<file path="src/common/wdt_pkg.sv">
// constants and types for the indexed-port watchdog timer
// assumes a single 50 MHz system clock shared by host port logic and the timer
package wdt_pkg;

  // ****************************************
  // port addresses and keys
  // ****************************************
  localparam logic [15:0] INDEX_PORT = 16'h002E;
  localparam logic [15:0] DATA_PORT = 16'h002F;
  localparam logic [7:0] UNLOCK_KEY = 8'h87;
  localparam logic [7:0] LOCK_KEY = 8'hAA;

  // ****************************************
  // register indices and values
  // ****************************************
  localparam logic [7:0] REG_GROUP_SEL = 8'h07;
  localparam logic [7:0] WDT_GROUP = 8'h08;
  localparam logic [7:0] REG_ACTIVATE = 8'h30;
  localparam logic [7:0] ACTIVATE_ON = 8'h01;
  localparam logic [7:0] REG_TIME_BASE = 8'hF5;
  localparam logic [7:0] REG_COUNT = 8'hF6;
  localparam logic [7:0] REG_CTRL = 8'hF7;

  // ****************************************
  // field positions
  // ****************************************
  localparam int TB_MINUTE_BIT = 3;
  localparam int CTRL_MOUSE_BIT = 7;
  localparam int CTRL_KBD_BIT = 6;
  localparam int CTRL_FORCE_BIT = 5;
  localparam int CTRL_STATUS_BIT = 4;

  // ****************************************
  // values after reset
  // ****************************************
  localparam logic [7:0] GROUP_RST = 8'h00;
  localparam logic [7:0] ACTIVATE_RST = 8'h00;
  localparam logic [7:0] TIME_BASE_RST = 8'h00;
  localparam logic [7:0] COUNT_RST = 8'h00;
  localparam logic [7:0] INDEX_RST = 8'h00;
  localparam logic [7:0] IDLE_READ = 8'h00;

  // ****************************************
  // timing
  // ****************************************
  localparam int CLK_FREQ_HZ = 50000000;
  localparam int SECOND_PERIOD_MS = 1000;
  localparam int SECOND_CYCLES = CLK_FREQ_HZ / 1000 * SECOND_PERIOD_MS;
  localparam int MINUTE_SECONDS = 60;

  // ****************************************
  // types
  // ****************************************
  typedef enum logic [1:0] {
    LOCKED = 2'b00,
    KEY_HALF = 2'b01,
    UNLOCKED = 2'b10
  } lock_state_t;

  typedef struct packed {
    logic wr;
    logic rd;
    logic [15:0] addr;
    logic [7:0] wdata;
  } io_req_t;

  typedef struct packed {
    logic mouse;
    logic kbd;
    logic dest_irq;
  } pin_in_t;

endpackage

</file>
<file path="src/logic/sync2.sv">
// two-flop synchroniser for a group of asynchronous level inputs
// assumes inputs change slowly compared with clk
`timescale 1ns/100ps
`default_nettype none
module sync2 #(
  parameter int WIDTH = 1
) (
  input wire logic clk,
  input wire logic sys_rst,
  input wire logic clk_en,
  input wire logic [WIDTH-1:0] d,
  output logic [WIDTH-1:0] q
);

  logic [WIDTH-1:0] meta;

  always_ff @(posedge clk or posedge sys_rst) begin
    if (sys_rst) begin
      meta <= '0;
      q <= '0;
    end else if (clk_en) begin
      meta <= d;
      q <= meta;
    end
  end

endmodule
`default_nettype wire

</file>
<file path="src/logic/time_base_tick.sv">
// seconds or minutes tick for the watchdog count
// assumes restart comes from logic on the same clock
`timescale 1ns/100ps
`default_nettype none
module time_base_tick
  import wdt_pkg::*;
#(
  parameter int SECOND_CYCLES = wdt_pkg::SECOND_CYCLES
) (
  input wire logic clk,
  input wire logic sys_rst,
  input wire logic clk_en,
  input wire logic restart,
  input wire logic minute_mode,
  output logic tick
);

  logic [31:0] cycle_cnt;
  logic [5:0] sec_cnt;
  logic sec_end;
  logic min_end;

  assign sec_end = (cycle_cnt == 32'(SECOND_CYCLES - 1));
  assign min_end = (sec_cnt == 6'(MINUTE_SECONDS - 1));

  // prescaler restarts with the count so a period is whole
  always_ff @(posedge clk or posedge sys_rst) begin
    if (sys_rst) begin
      cycle_cnt <= '0;
    end else if (clk_en) begin
      if (restart || sec_end) begin
        cycle_cnt <= '0;
      end else begin
        cycle_cnt <= cycle_cnt + 32'h00000001;
      end
    end
  end

  always_ff @(posedge clk or posedge sys_rst) begin
    if (sys_rst) begin
      sec_cnt <= '0;
    end else if (clk_en) begin
      if (restart) begin
        sec_cnt <= '0;
      end else if (sec_end) begin
        sec_cnt <= min_end ? 6'h00 : sec_cnt + 6'h01;
      end
    end
  end

  always_ff @(posedge clk or posedge sys_rst) begin
    if (sys_rst) begin
      tick <= 1'b0;
    end else if (clk_en) begin
      tick <= !restart && sec_end && (!minute_mode || min_end);
    end
  end

endmodule
`default_nettype wire

</file>
<file path="src/logic/indexed_port_watchdog_timer.sv">
// top of the watchdog timer reached through an index and a data port
// assumes host port cycles are one-cycle strobes on clk; activity and
// destination pins are asynchronous
`timescale 1ns/100ps
`default_nettype none
module indexed_port_watchdog_timer #(
  parameter int SECOND_CYCLES = wdt_pkg::SECOND_CYCLES
) (
  input wire logic clk,
  input wire logic sys_rst,
  input wire logic clk_en,
  input wire wdt_pkg::io_req_t io_req,
  input wire logic kbd_activity,
  input wire logic mouse_activity,
  input wire logic timeout_destination_selector,
  output logic [7:0] io_rdata,
  output logic io_rdata_valid,
  output logic wdt_irq_n,
  output logic wdt_reset
);
  import wdt_pkg::*;

  // ****************************************
  // pin synchronisation
  // ****************************************
  pin_in_t pins_raw;
  pin_in_t pins;
  logic kbd_prev;
  logic mouse_prev;
  logic kbd_edge;
  logic mouse_edge;

  assign pins_raw = '{mouse: mouse_activity, kbd: kbd_activity,
                      dest_irq: timeout_destination_selector};

  sync2 #(
    .WIDTH($bits(pin_in_t))
  ) u_sync (
    .clk(clk),
    .sys_rst(sys_rst),
    .clk_en(clk_en),
    .d(pins_raw),
    .q(pins)
  );

  always_ff @(posedge clk or posedge sys_rst) begin
    if (sys_rst) begin
      kbd_prev <= 1'b0;
      mouse_prev <= 1'b0;
    end else if (clk_en) begin
      kbd_prev <= pins.kbd;
      mouse_prev <= pins.mouse;
    end
  end

  assign kbd_edge = pins.kbd && !kbd_prev;
  assign mouse_edge = pins.mouse && !mouse_prev;

  // ****************************************
  // port decode
  // ****************************************
  lock_state_t lock_state;
  logic [7:0] index;
  logic [7:0] group;
  logic [7:0] activate;
  logic [7:0] time_base;
  logic [7:0] count_reg;
  logic ctrl_kbd;
  logic ctrl_mouse;
  logic idx_wr;
  logic idx_rd;
  logic data_wr;
  logic data_rd;
  logic cfg_open;
  logic cfg_wr;
  logic wd_wr;
  logic wr_group;
  logic wr_act;
  logic wr_tb;
  logic wr_cnt;
  logic wr_ctrl;
  logic force_wr;
  logic wdt_active;

  always_comb begin
    idx_wr = io_req.wr && (io_req.addr == INDEX_PORT);
    idx_rd = io_req.rd && (io_req.addr == INDEX_PORT);
    data_wr = io_req.wr && (io_req.addr == DATA_PORT);
    data_rd = io_req.rd && (io_req.addr == DATA_PORT);
    cfg_open = (lock_state == UNLOCKED);
    cfg_wr = data_wr && cfg_open;
    wd_wr = cfg_wr && (group == WDT_GROUP);
    wr_group = cfg_wr && (index == REG_GROUP_SEL);
    wr_act = wd_wr && (index == REG_ACTIVATE);
    wr_tb = wd_wr && (index == REG_TIME_BASE);
    wr_cnt = wd_wr && (index == REG_COUNT);
    wr_ctrl = wd_wr && (index == REG_CTRL);
    force_wr = wr_ctrl && io_req.wdata[CTRL_FORCE_BIT];
  end

  assign wdt_active = (activate == ACTIVATE_ON);

  // ****************************************
  // unlock sequence and index register
  // ****************************************
  always_ff @(posedge clk or posedge sys_rst) begin
    if (sys_rst) begin
      lock_state <= LOCKED;
    end else if (clk_en && idx_wr) begin
      case (lock_state)
        LOCKED: begin
          lock_state <= (io_req.wdata == UNLOCK_KEY) ? KEY_HALF : LOCKED;
        end
        KEY_HALF: begin
          lock_state <= (io_req.wdata == UNLOCK_KEY) ? UNLOCKED : LOCKED;
        end
        UNLOCKED: begin
          if (io_req.wdata == LOCK_KEY) begin
            lock_state <= LOCKED;
          end
        end
        default: begin
          lock_state <= LOCKED;
        end
      endcase
    end
  end

  always_ff @(posedge clk or posedge sys_rst) begin
    if (sys_rst) begin
      index <= INDEX_RST;
    end else if (clk_en && idx_wr && cfg_open && io_req.wdata != LOCK_KEY) begin
      index <= io_req.wdata;
    end
  end

  // ****************************************
  // configuration registers
  // ****************************************
  always_ff @(posedge clk or posedge sys_rst) begin
    if (sys_rst) begin
      group <= GROUP_RST;
    end else if (clk_en && wr_group) begin
      group <= io_req.wdata;
    end
  end

  always_ff @(posedge clk or posedge sys_rst) begin
    if (sys_rst) begin
      activate <= ACTIVATE_RST;
    end else if (clk_en && wr_act) begin
      activate <= io_req.wdata;
    end
  end

  always_ff @(posedge clk or posedge sys_rst) begin
    if (sys_rst) begin
      time_base <= TIME_BASE_RST;
    end else if (clk_en && wr_tb) begin
      time_base <= io_req.wdata;
    end
  end

  always_ff @(posedge clk or posedge sys_rst) begin
    if (sys_rst) begin
      count_reg <= COUNT_RST;
    end else if (clk_en && wr_cnt) begin
      count_reg <= io_req.wdata;
    end
  end

  always_ff @(posedge clk or posedge sys_rst) begin
    if (sys_rst) begin
      ctrl_kbd <= 1'b0;
      ctrl_mouse <= 1'b0;
    end else if (clk_en && wr_ctrl) begin
      ctrl_kbd <= io_req.wdata[CTRL_KBD_BIT];
      ctrl_mouse <= io_req.wdata[CTRL_MOUSE_BIT];
    end
  end

  // ****************************************
  // countdown
  // ****************************************
  logic [7:0] run_count;
  logic expired;
  logic tick;
  logic act_restart;
  logic restart;

  assign act_restart = (kbd_edge && ctrl_kbd) || (mouse_edge && ctrl_mouse);
  assign restart = wr_cnt || act_restart;

  time_base_tick #(
    .SECOND_CYCLES(SECOND_CYCLES)
  ) u_tick (
    .clk(clk),
    .sys_rst(sys_rst),
    .clk_en(clk_en),
    .restart(restart),
    .minute_mode(time_base[TB_MINUTE_BIT]),
    .tick(tick)
  );

  always_ff @(posedge clk or posedge sys_rst) begin
    if (sys_rst) begin
      run_count <= COUNT_RST;
      expired <= 1'b0;
    end else if (clk_en) begin
      if (wr_cnt) begin
        run_count <= io_req.wdata;
        expired <= 1'b0;
      end else if (act_restart) begin
        run_count <= count_reg;
        expired <= 1'b0;
      end else if (tick && wdt_active && run_count != 8'h00) begin
        run_count <= run_count - 8'h01;
        if (run_count == 8'h01) begin
          expired <= 1'b1;
        end
      end
      // forced timeout wins over any clear in the same cycle
      if (force_wr) begin
        expired <= 1'b1;
      end
    end
  end

  // ****************************************
  // timeout outputs
  // ****************************************
  always_ff @(posedge clk or posedge sys_rst) begin
    if (sys_rst) begin
      wdt_irq_n <= 1'b1;
      wdt_reset <= 1'b0;
    end else if (clk_en) begin
      wdt_irq_n <= !(expired && wdt_active && pins.dest_irq);
      wdt_reset <= expired && wdt_active && !pins.dest_irq;
    end
  end

  // ****************************************
  // read path
  // ****************************************
  always_ff @(posedge clk or posedge sys_rst) begin
    if (sys_rst) begin
      io_rdata <= IDLE_READ;
      io_rdata_valid <= 1'b0;
    end else if (clk_en) begin
      io_rdata_valid <= idx_rd || data_rd;
      if (idx_rd && cfg_open) begin
        io_rdata <= index;
      end else if (!data_rd || !cfg_open) begin
        io_rdata <= IDLE_READ;
      end else if (index == REG_GROUP_SEL) begin
        io_rdata <= group;
      end else if (group != WDT_GROUP) begin
        io_rdata <= IDLE_READ;
      end else if (index == REG_ACTIVATE) begin
        io_rdata <= activate;
      end else if (index == REG_TIME_BASE) begin
        io_rdata <= time_base;
      end else if (index == REG_COUNT) begin
        io_rdata <= count_reg;
      end else if (index == REG_CTRL) begin
        io_rdata <= {ctrl_mouse, ctrl_kbd, 1'b0, expired, 4'h0};
      end else begin
        io_rdata <= IDLE_READ;
      end
    end
  end

  // ****************************************
  // assertions
  // ****************************************
  property p_off_quiet;
    @(posedge clk) disable iff (sys_rst)
    (clk_en && !wdt_active) |=> (wdt_irq_n && !wdt_reset);
  endproperty
  a_off_quiet: assert property (p_off_quiet) else $error("timeout output while off");

  property p_count_step;
    @(posedge clk) disable iff (sys_rst)
    (clk_en && tick && wdt_active && !restart && run_count > 8'h01)
      |=> (run_count == $past(run_count) - 8'h01) && (expired == $past(expired || force_wr));
  endproperty
  a_count_step: assert property (p_count_step) else $error("count did not drop by one");

  property p_expiry;
    @(posedge clk) disable iff (sys_rst)
    (clk_en && tick && wdt_active && !restart && run_count == 8'h01) |=> expired;
  endproperty
  a_expiry: assert property (p_expiry) else $error("no expiry at zero");

  property p_irq_out;
    @(posedge clk) disable iff (sys_rst)
    (clk_en && expired && wdt_active && pins.dest_irq) |=> (!wdt_irq_n && !wdt_reset);
  endproperty
  a_irq_out: assert property (p_irq_out) else $error("interrupt not driven low");

  property p_irq_hold;
    @(posedge clk) disable iff (sys_rst)
    (clk_en && expired && !wdt_irq_n && !restart && wdt_active && pins.dest_irq && !wr_act)
      |=> !wdt_irq_n;
  endproperty
  a_irq_hold: assert property (p_irq_hold) else $error("interrupt released early");

  property p_unlock;
    @(posedge clk) disable iff (sys_rst)
    (clk_en && lock_state == KEY_HALF && idx_wr && io_req.wdata == UNLOCK_KEY)
      |=> (lock_state == UNLOCKED);
  endproperty
  a_unlock: assert property (p_unlock) else $error("second key did not unlock");

  property p_relock;
    @(posedge clk) disable iff (sys_rst)
    (clk_en && cfg_open && idx_wr && io_req.wdata == LOCK_KEY) |=> (lock_state == LOCKED);
  endproperty
  a_relock: assert property (p_relock) else $error("lock key ignored");

  property p_locked_ignore;
    @(posedge clk) disable iff (sys_rst)
    (lock_state != UNLOCKED && data_wr)
      |=> ($stable(count_reg) && $stable(activate) && $stable(group) && $stable(time_base));
  endproperty
  a_locked_ignore: assert property (p_locked_ignore) else $error("write while locked");

  property p_restart;
    @(posedge clk) disable iff (sys_rst)
    (clk_en && wr_cnt && !force_wr) |=> (run_count == $past(io_req.wdata) && !expired);
  endproperty
  a_restart: assert property (p_restart) else $error("count write did not restart");

  property p_force;
    @(posedge clk) disable iff (sys_rst)
    (clk_en && force_wr && wdt_active && !wr_act) |=> expired ##1 (!wdt_irq_n || wdt_reset);
  endproperty
  a_force: assert property (p_force) else $error("forced timeout missing");

  property p_status;
    @(posedge clk) disable iff (sys_rst)
    (clk_en && data_rd && cfg_open && group == WDT_GROUP && index == REG_CTRL)
      |=> (io_rdata[CTRL_STATUS_BIT] == $past(expired) && !io_rdata[CTRL_FORCE_BIT]);
  endproperty
  a_status: assert property (p_status) else $error("status bit wrong");

endmodule
`default_nettype wire

</file>
<file path="config.mk">
export PLATFORM = sky130hd
export DESIGN_NAME = indexed_port_watchdog_timer
export DESIGN_NICKNAME = d
export VERILOG_FILES = /design/src/common/wdt_pkg.sv /design/src/logic/sync2.sv /design/src/logic/time_base_tick.sv /design/src/logic/indexed_port_watchdog_timer.sv
export SDC_FILE = /design/constraint.sdc
export NUM_CORES = 1
export LEC_CHECK = 0
export ABC_AREA = 1
export BUFFER_PORTS_ARGS = -buffer_cell sky130_fd_sc_hd__buf_2
export CAP_MARGIN = 20
export CELL_PAD_IN_SITES_DETAIL_PLACEMENT = 0
export CELL_PAD_IN_SITES_GLOBAL_PLACEMENT = 2
export CORE_MARGIN = 2
export CORE_UTILIZATION = 31
export DETAILED_ROUTE_END_ITERATION = 16
export PLACE_DENSITY_LB_ADDON = 0.1
export REMOVE_ABC_BUFFERS = 1
export SLEW_MARGIN = 10
export SYNTH_ARGS = -nofsm -noshare
export SYNTH_HDL_FRONTEND = slang
export SYNTH_HIERARCHICAL = 1
export SYNTH_SLANG_ARGS = --single-unit
</file>
<file path="constraint.sdc">
create_clock -name clk -period 2.73 [get_ports clk]
set_input_delay 0.273 -clock clk [delete_from_list [all_inputs] [get_ports clk]]
set_output_delay 0.273 -clock clk [all_outputs]
set_load 0.005 [all_outputs]
</file>
After elaboration in Yosys (flattened, before gate mapping)
Cells that the tools add are included.
{ "word_totals": {"reg_bits": 111, "inputBits": 32} }
{ "classes": {"addsub": 3, "n_eq_ne": 19, "muxes": 24, "reduce_logical": 56} }
{ "ops": {"columns": ["cell", "n"], "rows": [
  ["$mux W8", 11],
  ["$eq A8 B8 Y1 const B", 5],
  ["$add A32 B1 Y32 const B", 1],
  ["$eq A16 B6 Y1 const B", 2],
  ["$eq A32 B26 Y1 const B", 1],
  ["$logic_and A1 B1 Y1", 32],
  ["$mux W32", 1],
  ["$mux W6", 3],
  ["$eq A8 B1 Y1 const B", 2],
  ["$eq A8 B3 Y1 const B", 1],
  ["$eq A8 B4 Y1 const B", 1],
  ["$eq A8 B6 Y1 const B", 1],
  ["$logic_not A1 Y1", 8],
  ["$ne A8 B4 Y1 const B", 1],
  ["$ne A8 B8 Y1 const B", 1],
  ["$reduce_bool A4 Y1", 2],
  ["$reduce_bool A8 Y1", 1],
  ["$sub A8 B1 Y8 const B", 1],
  ["$add A6 B1 Y6 const B", 1],
  ["$eq A6 B6 Y1 const B", 1],
  ["$logic_or A1 B1 Y1", 6],
  ["$mux W1", 6],
  ["$pmux W2 S3", 1],
  ["$reduce_and A2 Y1", 3],
  ["8 further kinds", 9]
]} }

Longest topological paths before layout
Gate-level depths: netlist of run 1.
{ "depth": {"word_depth": 9, "mapped_depth": 12} }

Modules after synthesis
The synthesis of run 1 kept the hierarchy.
{ "by_module_without_submodules": {"columns": ["module", "n_inst", "cells_per_inst", "area_per_inst_um2"], "rows": [
  ["indexed_port_watchdog_timer", 1, 512, 3813.7],
  ["time_base_tick", 1, 380, 2567.5],
  ["sync2", 1, 26, 225.2]
]} }

Least setup slack after synthesis of run 1
No wires, ideal clock.
{ "synth_timing": {"path_kind": "register -> register", "from": "register index[3]", "to": "register u_tick.cycle_cnt[14]", "arrival_ns": 1.796, "required_ns": 2.609, "path_slack_ns": 0.813, "path_stages_with_launch": 12, "path_buffers": 2, "path_cell_list": "dfrtp_1 inv_1 nand2_2 nor2_2 and2_1 buf_4 nand4_4 nand2_1 inv_1 a21oi_4 buf_8 nor2_2"} }
{ "synth_between": {"elab_chain_len": 5} }
{ "synth_lines": {"columns": ["item", "line_no", "rtl"], "rows": [
  ["start, declared", "indexed_port_watchdog_timer.sv:63", "logic [7:0] index;"],
  ["start signal, assigned", "indexed_port_watchdog_timer.sv:133", "index <= io_req.wdata;"],
  ["$eq A8 B8 Y1", "indexed_port_watchdog_timer.sv:96", "wr_cnt = wd_wr && (index == REG_COUNT);"],
  ["$logic_and A1 B1 Y1", "indexed_port_watchdog_timer.sv:96", null],
  ["$logic_or A1 B1 Y1", "indexed_port_watchdog_timer.sv:192", "assign restart = wr_cnt || act_restart;"],
  ["via restart", "indexed_port_watchdog_timer.sv:189", "logic restart;"],
  ["$logic_or A1 B1 Y1", "time_base_tick.sv:31", "if (restart || sec_end) begin"],
  ["$mux W32", "time_base_tick.sv:31", null],
  ["end signal, assigned", "time_base_tick.sv:34", "cycle_cnt <= cycle_cnt + 32'h00000001;"],
  ["end, declared", "time_base_tick.sv:18", "logic [31:0] cycle_cnt;"]
]} }
The timed path passes the listed nets, and every way through them passes these cells.
A chain may end at the register's enable or synchronous reset.

Worst setup path after layout of run 1
{ "layout_timing": {"from": "register index[3]", "to": "register u_tick.cycle_cnt[6]"} }
The elaborated chain is that of the path after synthesis.

==> flow_summary.json, run 1 <==
{
  "run_status": "finished, final reports clean",
  "start_util": 0.315,
  "clkTransAtPathRegs_ps": 80,
  "hp-class": "input port to flip-flop",
  "synth-seq-cells": 111,
  "worst_pin_slew_ps": 873,
  "place.gp.congestion": 0.754,
  "required_ps": 2950,
  "synth_ff_type": "dfrtp_1",
  "drc_errors": 0,
  "synth_cell_type_count": 39,
  "synth_seq_area_share": 0.421,
  "syn_area_per_cell_um2": 7.20,
  "r2r-start": "index[3]",
  "vias_per_cell": 4.66,
  "grt_max_degree": 67,
  "cts_buffers": 9,
  "crit_type": "flip-flop to flip-flop",
  "min_to": "u_sync/meta[0]",
  "core_mm2": 0.0210,
  "finalClockSkew_ps": 15.0,
  "yosysTopAreaCell": "dfrtp_1",
  "grt_pass1_vias": 5953,
  "detailroute.via_count": 5818,
  "holdCritStartpoint": "timeout_destination_selector",
  "grt_antenna_before_repair": 0,
  "setup_viol": 0,
  "placed_area_mm2": 0.00717,
  "drt_wl_total_mm": 20.1,
  "overflow": 0,
  "io_pins": 43,
  "netlist_top_cells_area": "dfrtp_1 42%, nand2_1 17%, nor2_1 7.6%",
  "period_minus_slack_ps": 2370,
  "power.total_mw": 3.44,
  "timing.hold.ws_ps": 117,
  "p_per_area_mw_per_mm2": 460,
  "cts-root-buf": "clkbuf_16",
  "io_buffers": 42,
  "dieArea_mm2": 0.0225,
  "fin_util": 0.357,
  "slew_headroom": 0.415,
  "dp_slack_ps": 370,
  "grt_pass1_wl_mm": 32.7,
  "antenna_left": 0,
  "fmax_mhz": 423,
  "cts.path.max_buffers": 2,
  "crit_path_max_fanout": 28,
  "drt_iter0_drc": 244,
  "stdcell_count": 1249,
  "cp.arrival_ps": 2590,
  "leakagePower_nw": 3.62,
  "r2r_cells": 10,
  "die_w_um": 150,
  "ir_drop_mv": 0.221,
  "regToRegEndpoint": "u_tick/cycle_cnt[6]",
  "firstDrtPassIters": 5,
  "maxCapViolCount": 0,
  "rsz0062_at_grt": "no",
  "fin_nets": 1006,
  "hold_violations": 0,
  "placementRows": 53,
  "synthCells": 918,
  "wl_per_cell_um": 16.1,
  "grt_use_total": 0.190,
  "fin_ws_ps": 364,
  "drv_slew": 0,
  "start_kind": "flip-flop",
  "die_y_um": 150,
  "synth_edf_count": 0,
  "rrSetupSlack_ps": 360,
  "clkLatencyLatePin_ps": 360,
  "place_inst": 1232,
  "hold_depth": 3,
  "diodes": 0,
  "setup-tns-final_ps": 0,
  "syn-cell-area_mm2": 0.00661,
  "cts_tree": "built",
  "cts_sinks": 111,
  "cts_max_level": 3,
  "dp_hpwl_mm": 15.2,
  "period_share": 0.867,
  "areaGrowthSynthToFinish_pct": 13.2,
  "end_kind": "flip-flop",
  "async_reset_ff_frac": 1.00,
  "yosysWarnings": 6,
  "post_cts_resized": 0,
  "regMostFlops": "u_tick/cycle_cnt",
  "post-route-cell-area_mm2": 0.00748,
  "largest_reg_flops": 32,
  "synth_top_area_frac": 0.417,
  "layout-drive-gt1-share": 0.144
}
kinds of logic after synthesis:
group           share of synthesized area
xor+xnor                           0.0265
fa+ha+maj                         0.00947
flops                               0.421
buf+inv                            0.0703
compound gates                     0.0786
simple gates                        0.395
critical path, cell delays in order (launching register included):
cell	delay (ps)
dfrtp_1	430
inv_1	100
nand2_2	90
nor2_2	180
and2_1	220
nand4_4	250
nand2_1	210
inv_1	100
a21oi_4	140
buf_4	400
nor2_1	100
routing by layer:
layer  track usage  wire length (um)  up-vias
met5             0                 0        -
met4        0.0519               295        0
met3        0.0262               459       15
met2         0.342             10300       79
met1         0.238              9060     2696
li1              -                 -     3028
layout by cell type (no fill, tap or decap), types with 4 or more instances in the layout:
cell         n
nor3_1      10
nand2_2      9
xor2_1      18
nand3_1     87
a31oi_1      9
dfrtp_1    110
clkbuf_16    9
ha_1         5
o21ai_2     16
nor2_1     133
o21ai_1      5
buf_4       12
nor2_4       5
nand2_1    291
o21ai_0     38
nand4_1     16
a21oi_1     15
inv_1       82
nor2_2      18
or2_2        6
clkinv_1     4
buf_2       42
cells in the mapped netlist, types with 2 or more instances:
cell type	instances
nand2_1	291
nor2_1	133
dfrtp_1	110
nand3_1	87
inv_1	84
o21ai_0	38
nor2_2	18
xor2_1	18
nand4_1	16
o21ai_2	16
a21oi_1	15
nor3_1	10
a31oi_1	9
nand2_2	9
or2_2	6
buf_6	5
clkbuf_1	5
ha_1	5
nor2_4	5
o21ai_1	5
buf_2	4
clkinv_1	3
nand3b_1	3
nand4_4	3
buf_4	2
inv_2	2
nor3_2	2
nor4_1	2
xnor2_1	2
what timing repair did:
item	in CTS	in global routing
setup buffers	0	0
hold endpoints to repair	11	0
hold buffers	1	0
where the power goes:
group | internal (mW) | switching (mW) | total [mW]
combinational | 0.113 | 0.201 | 0.314
sequential | 1.72 | 0.0736 | 1.79
clock | 0.643 | 0.691 | 1.33
area by class of cell:
type	count	area, um2
clock buffers	9	225
clock inverters	7	67.6
fillers	2323	13500
inverters	90	339
multi-input cells	700	3360
flip-flops and latches	111	2780
well taps	275	344
repair buffers	57	358
worst max-delay path by stage:
stage | to | slack [ps] | cells past startpoint | startpoint
after floorplan | u_tick/cycle_cnt[15] | 210 | 8 | group[1]
after global routing | u_tick/cycle_cnt[6] | 140 | 10 | index[3]
after CTS | u_tick/cycle_cnt[6] | 340 | 10 | index[3]
final | u_tick/cycle_cnt[6] | 360 | 10 | index[3]
after detailed placement | u_tick/cycle_cnt[19] | 370 | 10 | index[3]
after global placement | u_tick/cycle_cnt[15] | 420 | 10 | index[3]
No activity file was read; power rests on OpenSTA's default activity.
==> run 2: changes to the inputs <==
--- a/config.mk
+++ b/config.mk
@@ -5,9 +5,7 @@
 export SDC_FILE = /design/constraint.sdc
 export NUM_CORES = 1
 export LEC_CHECK = 0
-export ABC_AREA = 1
 export BUFFER_PORTS_ARGS = -buffer_cell sky130_fd_sc_hd__buf_2
-export CAP_MARGIN = 20
 export CELL_PAD_IN_SITES_DETAIL_PLACEMENT = 0
 export CELL_PAD_IN_SITES_GLOBAL_PLACEMENT = 2
 export CORE_MARGIN = 2
==> constraint.sdc (replaced) <==
create_clock -name clk -period 2.45 [get_ports clk]
set_input_delay 0.245 -clock clk [delete_from_list [all_inputs] [get_ports clk]]
set_output_delay 0.245 -clock clk [all_outputs]
set_load 0.005 [all_outputs]
==> run 2 against run 1 <==
  * First-iteration DRC count down 4.1%
  * Sequential share of layout area rose by 2.7 points
  * Via count fell by 22%
  * Combinational power fell by 9.9%
  * Design area down 6.7%
  * Worst setup slack worse by 210 ps
  * Final cell count is 30% lower
  * Routed wire length shrank 18%
  * Maximum frequency increased by 2.9%
  * Critical path depth is 3 lower
  * Sequential cell count unchanged
  * Power rose by 8.5%
  * Critical path type unchanged
==> flow_summary.json, run 2 <==
{
  "run_status": "finished, final reports clean",
  "grt_use_total": 0.175,
  "overflow": 0,
  "grt_pass1_vias": 4849,
  "multi_input_area_mm2": 0.00301,
  "drv_slew": 0,
  "synth_top_area_frac": 0.464,
  "wl_per_cell_um": 18.8,
  "hold_violations": 0,
  "crit_path_max_fanout": 9,
  "cp.arrival_ps": 2590,
  "die_y_um": 142,
  "setup-tns-final_ps": 0,
  "clkTransAtPathRegs_ps": 80,
  "power.total_mw": 3.73,
  "cts.path.max_buffers": 2,
  "synthCells": 566,
  "yosysWarnings": 6,
  "netlist_top_cells_area": "dfrtp_1 46%, mux2_2 8.5%, nand2_1 3.4%",
  "synth-seq-cells": 111,
  "io_buffers": 42,
  "cts_sinks": 111,
  "syn-cell-area_mm2": 0.00593,
  "slew_headroom": 0.642,
  "detailroute.via_count": 4566,
  "dp_hpwl_mm": 12.2,
  "cts_buffers": 9,
  "layout-drive-gt1-share": 0.265,
  "clkLatencyLatePin_ps": 360,
  "start_kind": "flip-flop",
  "drc_errors": 0,
  "areaGrowthSynthToFinish_pct": 17.5,
  "required_ps": 2740,
  "drt_wl_total_mm": 16.6,
  "yosys.cell_count.top_type": "dfrtp_1",
  "finalClockSkew_ps": 16.1,
  "io_pins": 43,
  "period_minus_slack_ps": 2300,
  "p_per_area_mw_per_mm2": 535,
  "hp-class": "input port to flip-flop",
  "regMostFlops": "u_tick/cycle_cnt",
  "maxCapViolCount": 0,
  "setup_viol": 0,
  "synth_seq_area_share": 0.468,
  "end_kind": "flip-flop",
  "async_reset_ff_frac": 1.00,
  "cts_tree": "built",
  "syn_area_per_cell_um2": 10.5,
  "timing.hold.ws_ps": 121,
  "rsz0062_at_grt": "no",
  "leakagePower_nw": 3.21,
  "diodes": 0,
  "grt_pass1_wl_mm": 27.2,
  "fmax_mhz": 435,
  "dieArea_mm2": 0.0203,
  "synth_cell_type_count": 66,
  "place_inst": 863,
  "start_util": 0.316,
  "final_common_cell": "dfrtp_1",
  "cts_max_level": 3,
  "grt_antenna_before_repair": 0,
  "n_fill_cell": 1917,
  "period_share": 0.938,
  "drt_iter0_drc": 234,
  "grt_max_degree": 67,
  "antenna_left": 0,
  "firstDrtPassIters": 4,
  "crit_type": "flip-flop to flip-flop",
  "cts-root-buf": "clkbuf_16",
  "die_w_um": 142,
  "layout_common_cells": "110 x dfrtp_1, 54 x nand2_1, 49 x nor2_1",
  "worst_pin_slew_ps": 537,
  "post_cts_buffers": 0,
  "largest_reg_flops": 32,
  "stdcell_count": 880,
  "placementRows": 50,
  "place.gp.congestion": 0.827,
  "core_mm2": 0.0188,
  "fin_util": 0.371,
  "synth_edf_count": 0,
  "yosysTopAreaCell": "dfrtp_1",
  "fin_nets": 678,
  "ir_drop_mv": 0.269,
  "synth_ff_type": "dfrtp_1",
  "register_area_mm2": 0.00278,
  "vias_per_cell": 5.19,
  "synth_commonest_cells": "110 x dfrtp_1, 54 x nand2_1, 49 x nor2_1"
}
-- run 2: cell count changes in the layout (fill, tap and decap cells not counted), sizes merged, moves of 24 or more --
cell   before  now
nand3      88   37
mux2        0   51
nand2     301   54
inv        87   23
nor2      157   50
o21ai      59   20
buf        56   80
-- run 2: final timing paths --
kind | startpoint | endpoint | slack [ps] | cells past startpoint
hold / removal | timeout_destination_selector | u_sync/meta[0] | 120 | 2
setup reg to reg | index[3] | io_rdata[6] | 150 | 7
hold reg to reg | wdt_reset | wdt_reset | 490 | 1
min in group asynchronous | sys_rst | u_sync/meta[0] | 380 | 3
max in group asynchronous | sys_rst | u_tick/sec_cnt[3] | 1470 | 4
setup / recovery | index[3] | io_rdata[6] | 150 | 7
-- run 2: worst max-delay path: stages, from the launching register on --
cell and delay (ps):
dfrtp_1 420, nand3b_2 250, or2_1 320, nor2_2 360, a221oi_1 180, o21ai_0 410
buf_4 190, a22o_1 120
-- run 2: metrics by stage --
step           setup slack [ps]  area (um2)
3_3_place_gp                157        6660
3_5_place_dp                154        6660
2_1_floorplan              -153        5850
6_report                    152        6970
4_1_cts                     119        6960
5_1_grt                    35.6        6970
-- run 2: per-layer routing --
| layer | vias to the layer above | part of all wire | track usage |
|---|---|---|---|
| li1 | 2208 | - | - |
| met5 | - | 0 | 0 |
| met3 | 21 | 0.023 | 0.0273 |
| met4 | 0 | 0.027 | 0.0615 |
| met2 | 72 | 0.47 | 0.284 |
| met1 | 2265 | 0.48 | 0.237 |
-- run 2: cell type report --
class / count / share of cell area
Multi-Input combinational cell: 418 / 0.431
Sequential cell: 111 / 0.399
Timing Repair Buffer: 81 / 0.0761
Tap cell: 234 / 0.0420
Clock buffer: 10 / 0.0343
Inverter: 20 / 0.0108
Clock inverter: 6 / 0.00718
-- run 2: power by group --
| part | leakage [nW] | internal, mW | switching [mW] |
|---|---|---|---|
| clock | 0.141 | 0.735 | 0.732 |
| sequential | 1.51 | 1.90 | 0.0818 |
| combinational | 1.56 | 0.120 | 0.163 |
| total | 3.21 | 2.75 | 0.977 |
-- run 2: timing repair --
action,CTS,global route
hold buffers,1,0
endpoints found under the hold margin,13,0
endpoints found under the setup margin,0,3
resized for setup,0,1
-- run 2: cells by family after synthesis --
logic type | after synthesis | synth area share
AND/OR/NAND/NOR | 247 | 0.246
AO/OA/AOI/OAI | 74 | 0.0852
multiplexers | 61 | 0.117
adder cells (fa/ha/maj) | 5 | 0.0105
XOR/XNOR | 31 | 0.0458
flip-flops | 111 | 0.468
buffers and inverters | 37 | 0.0264
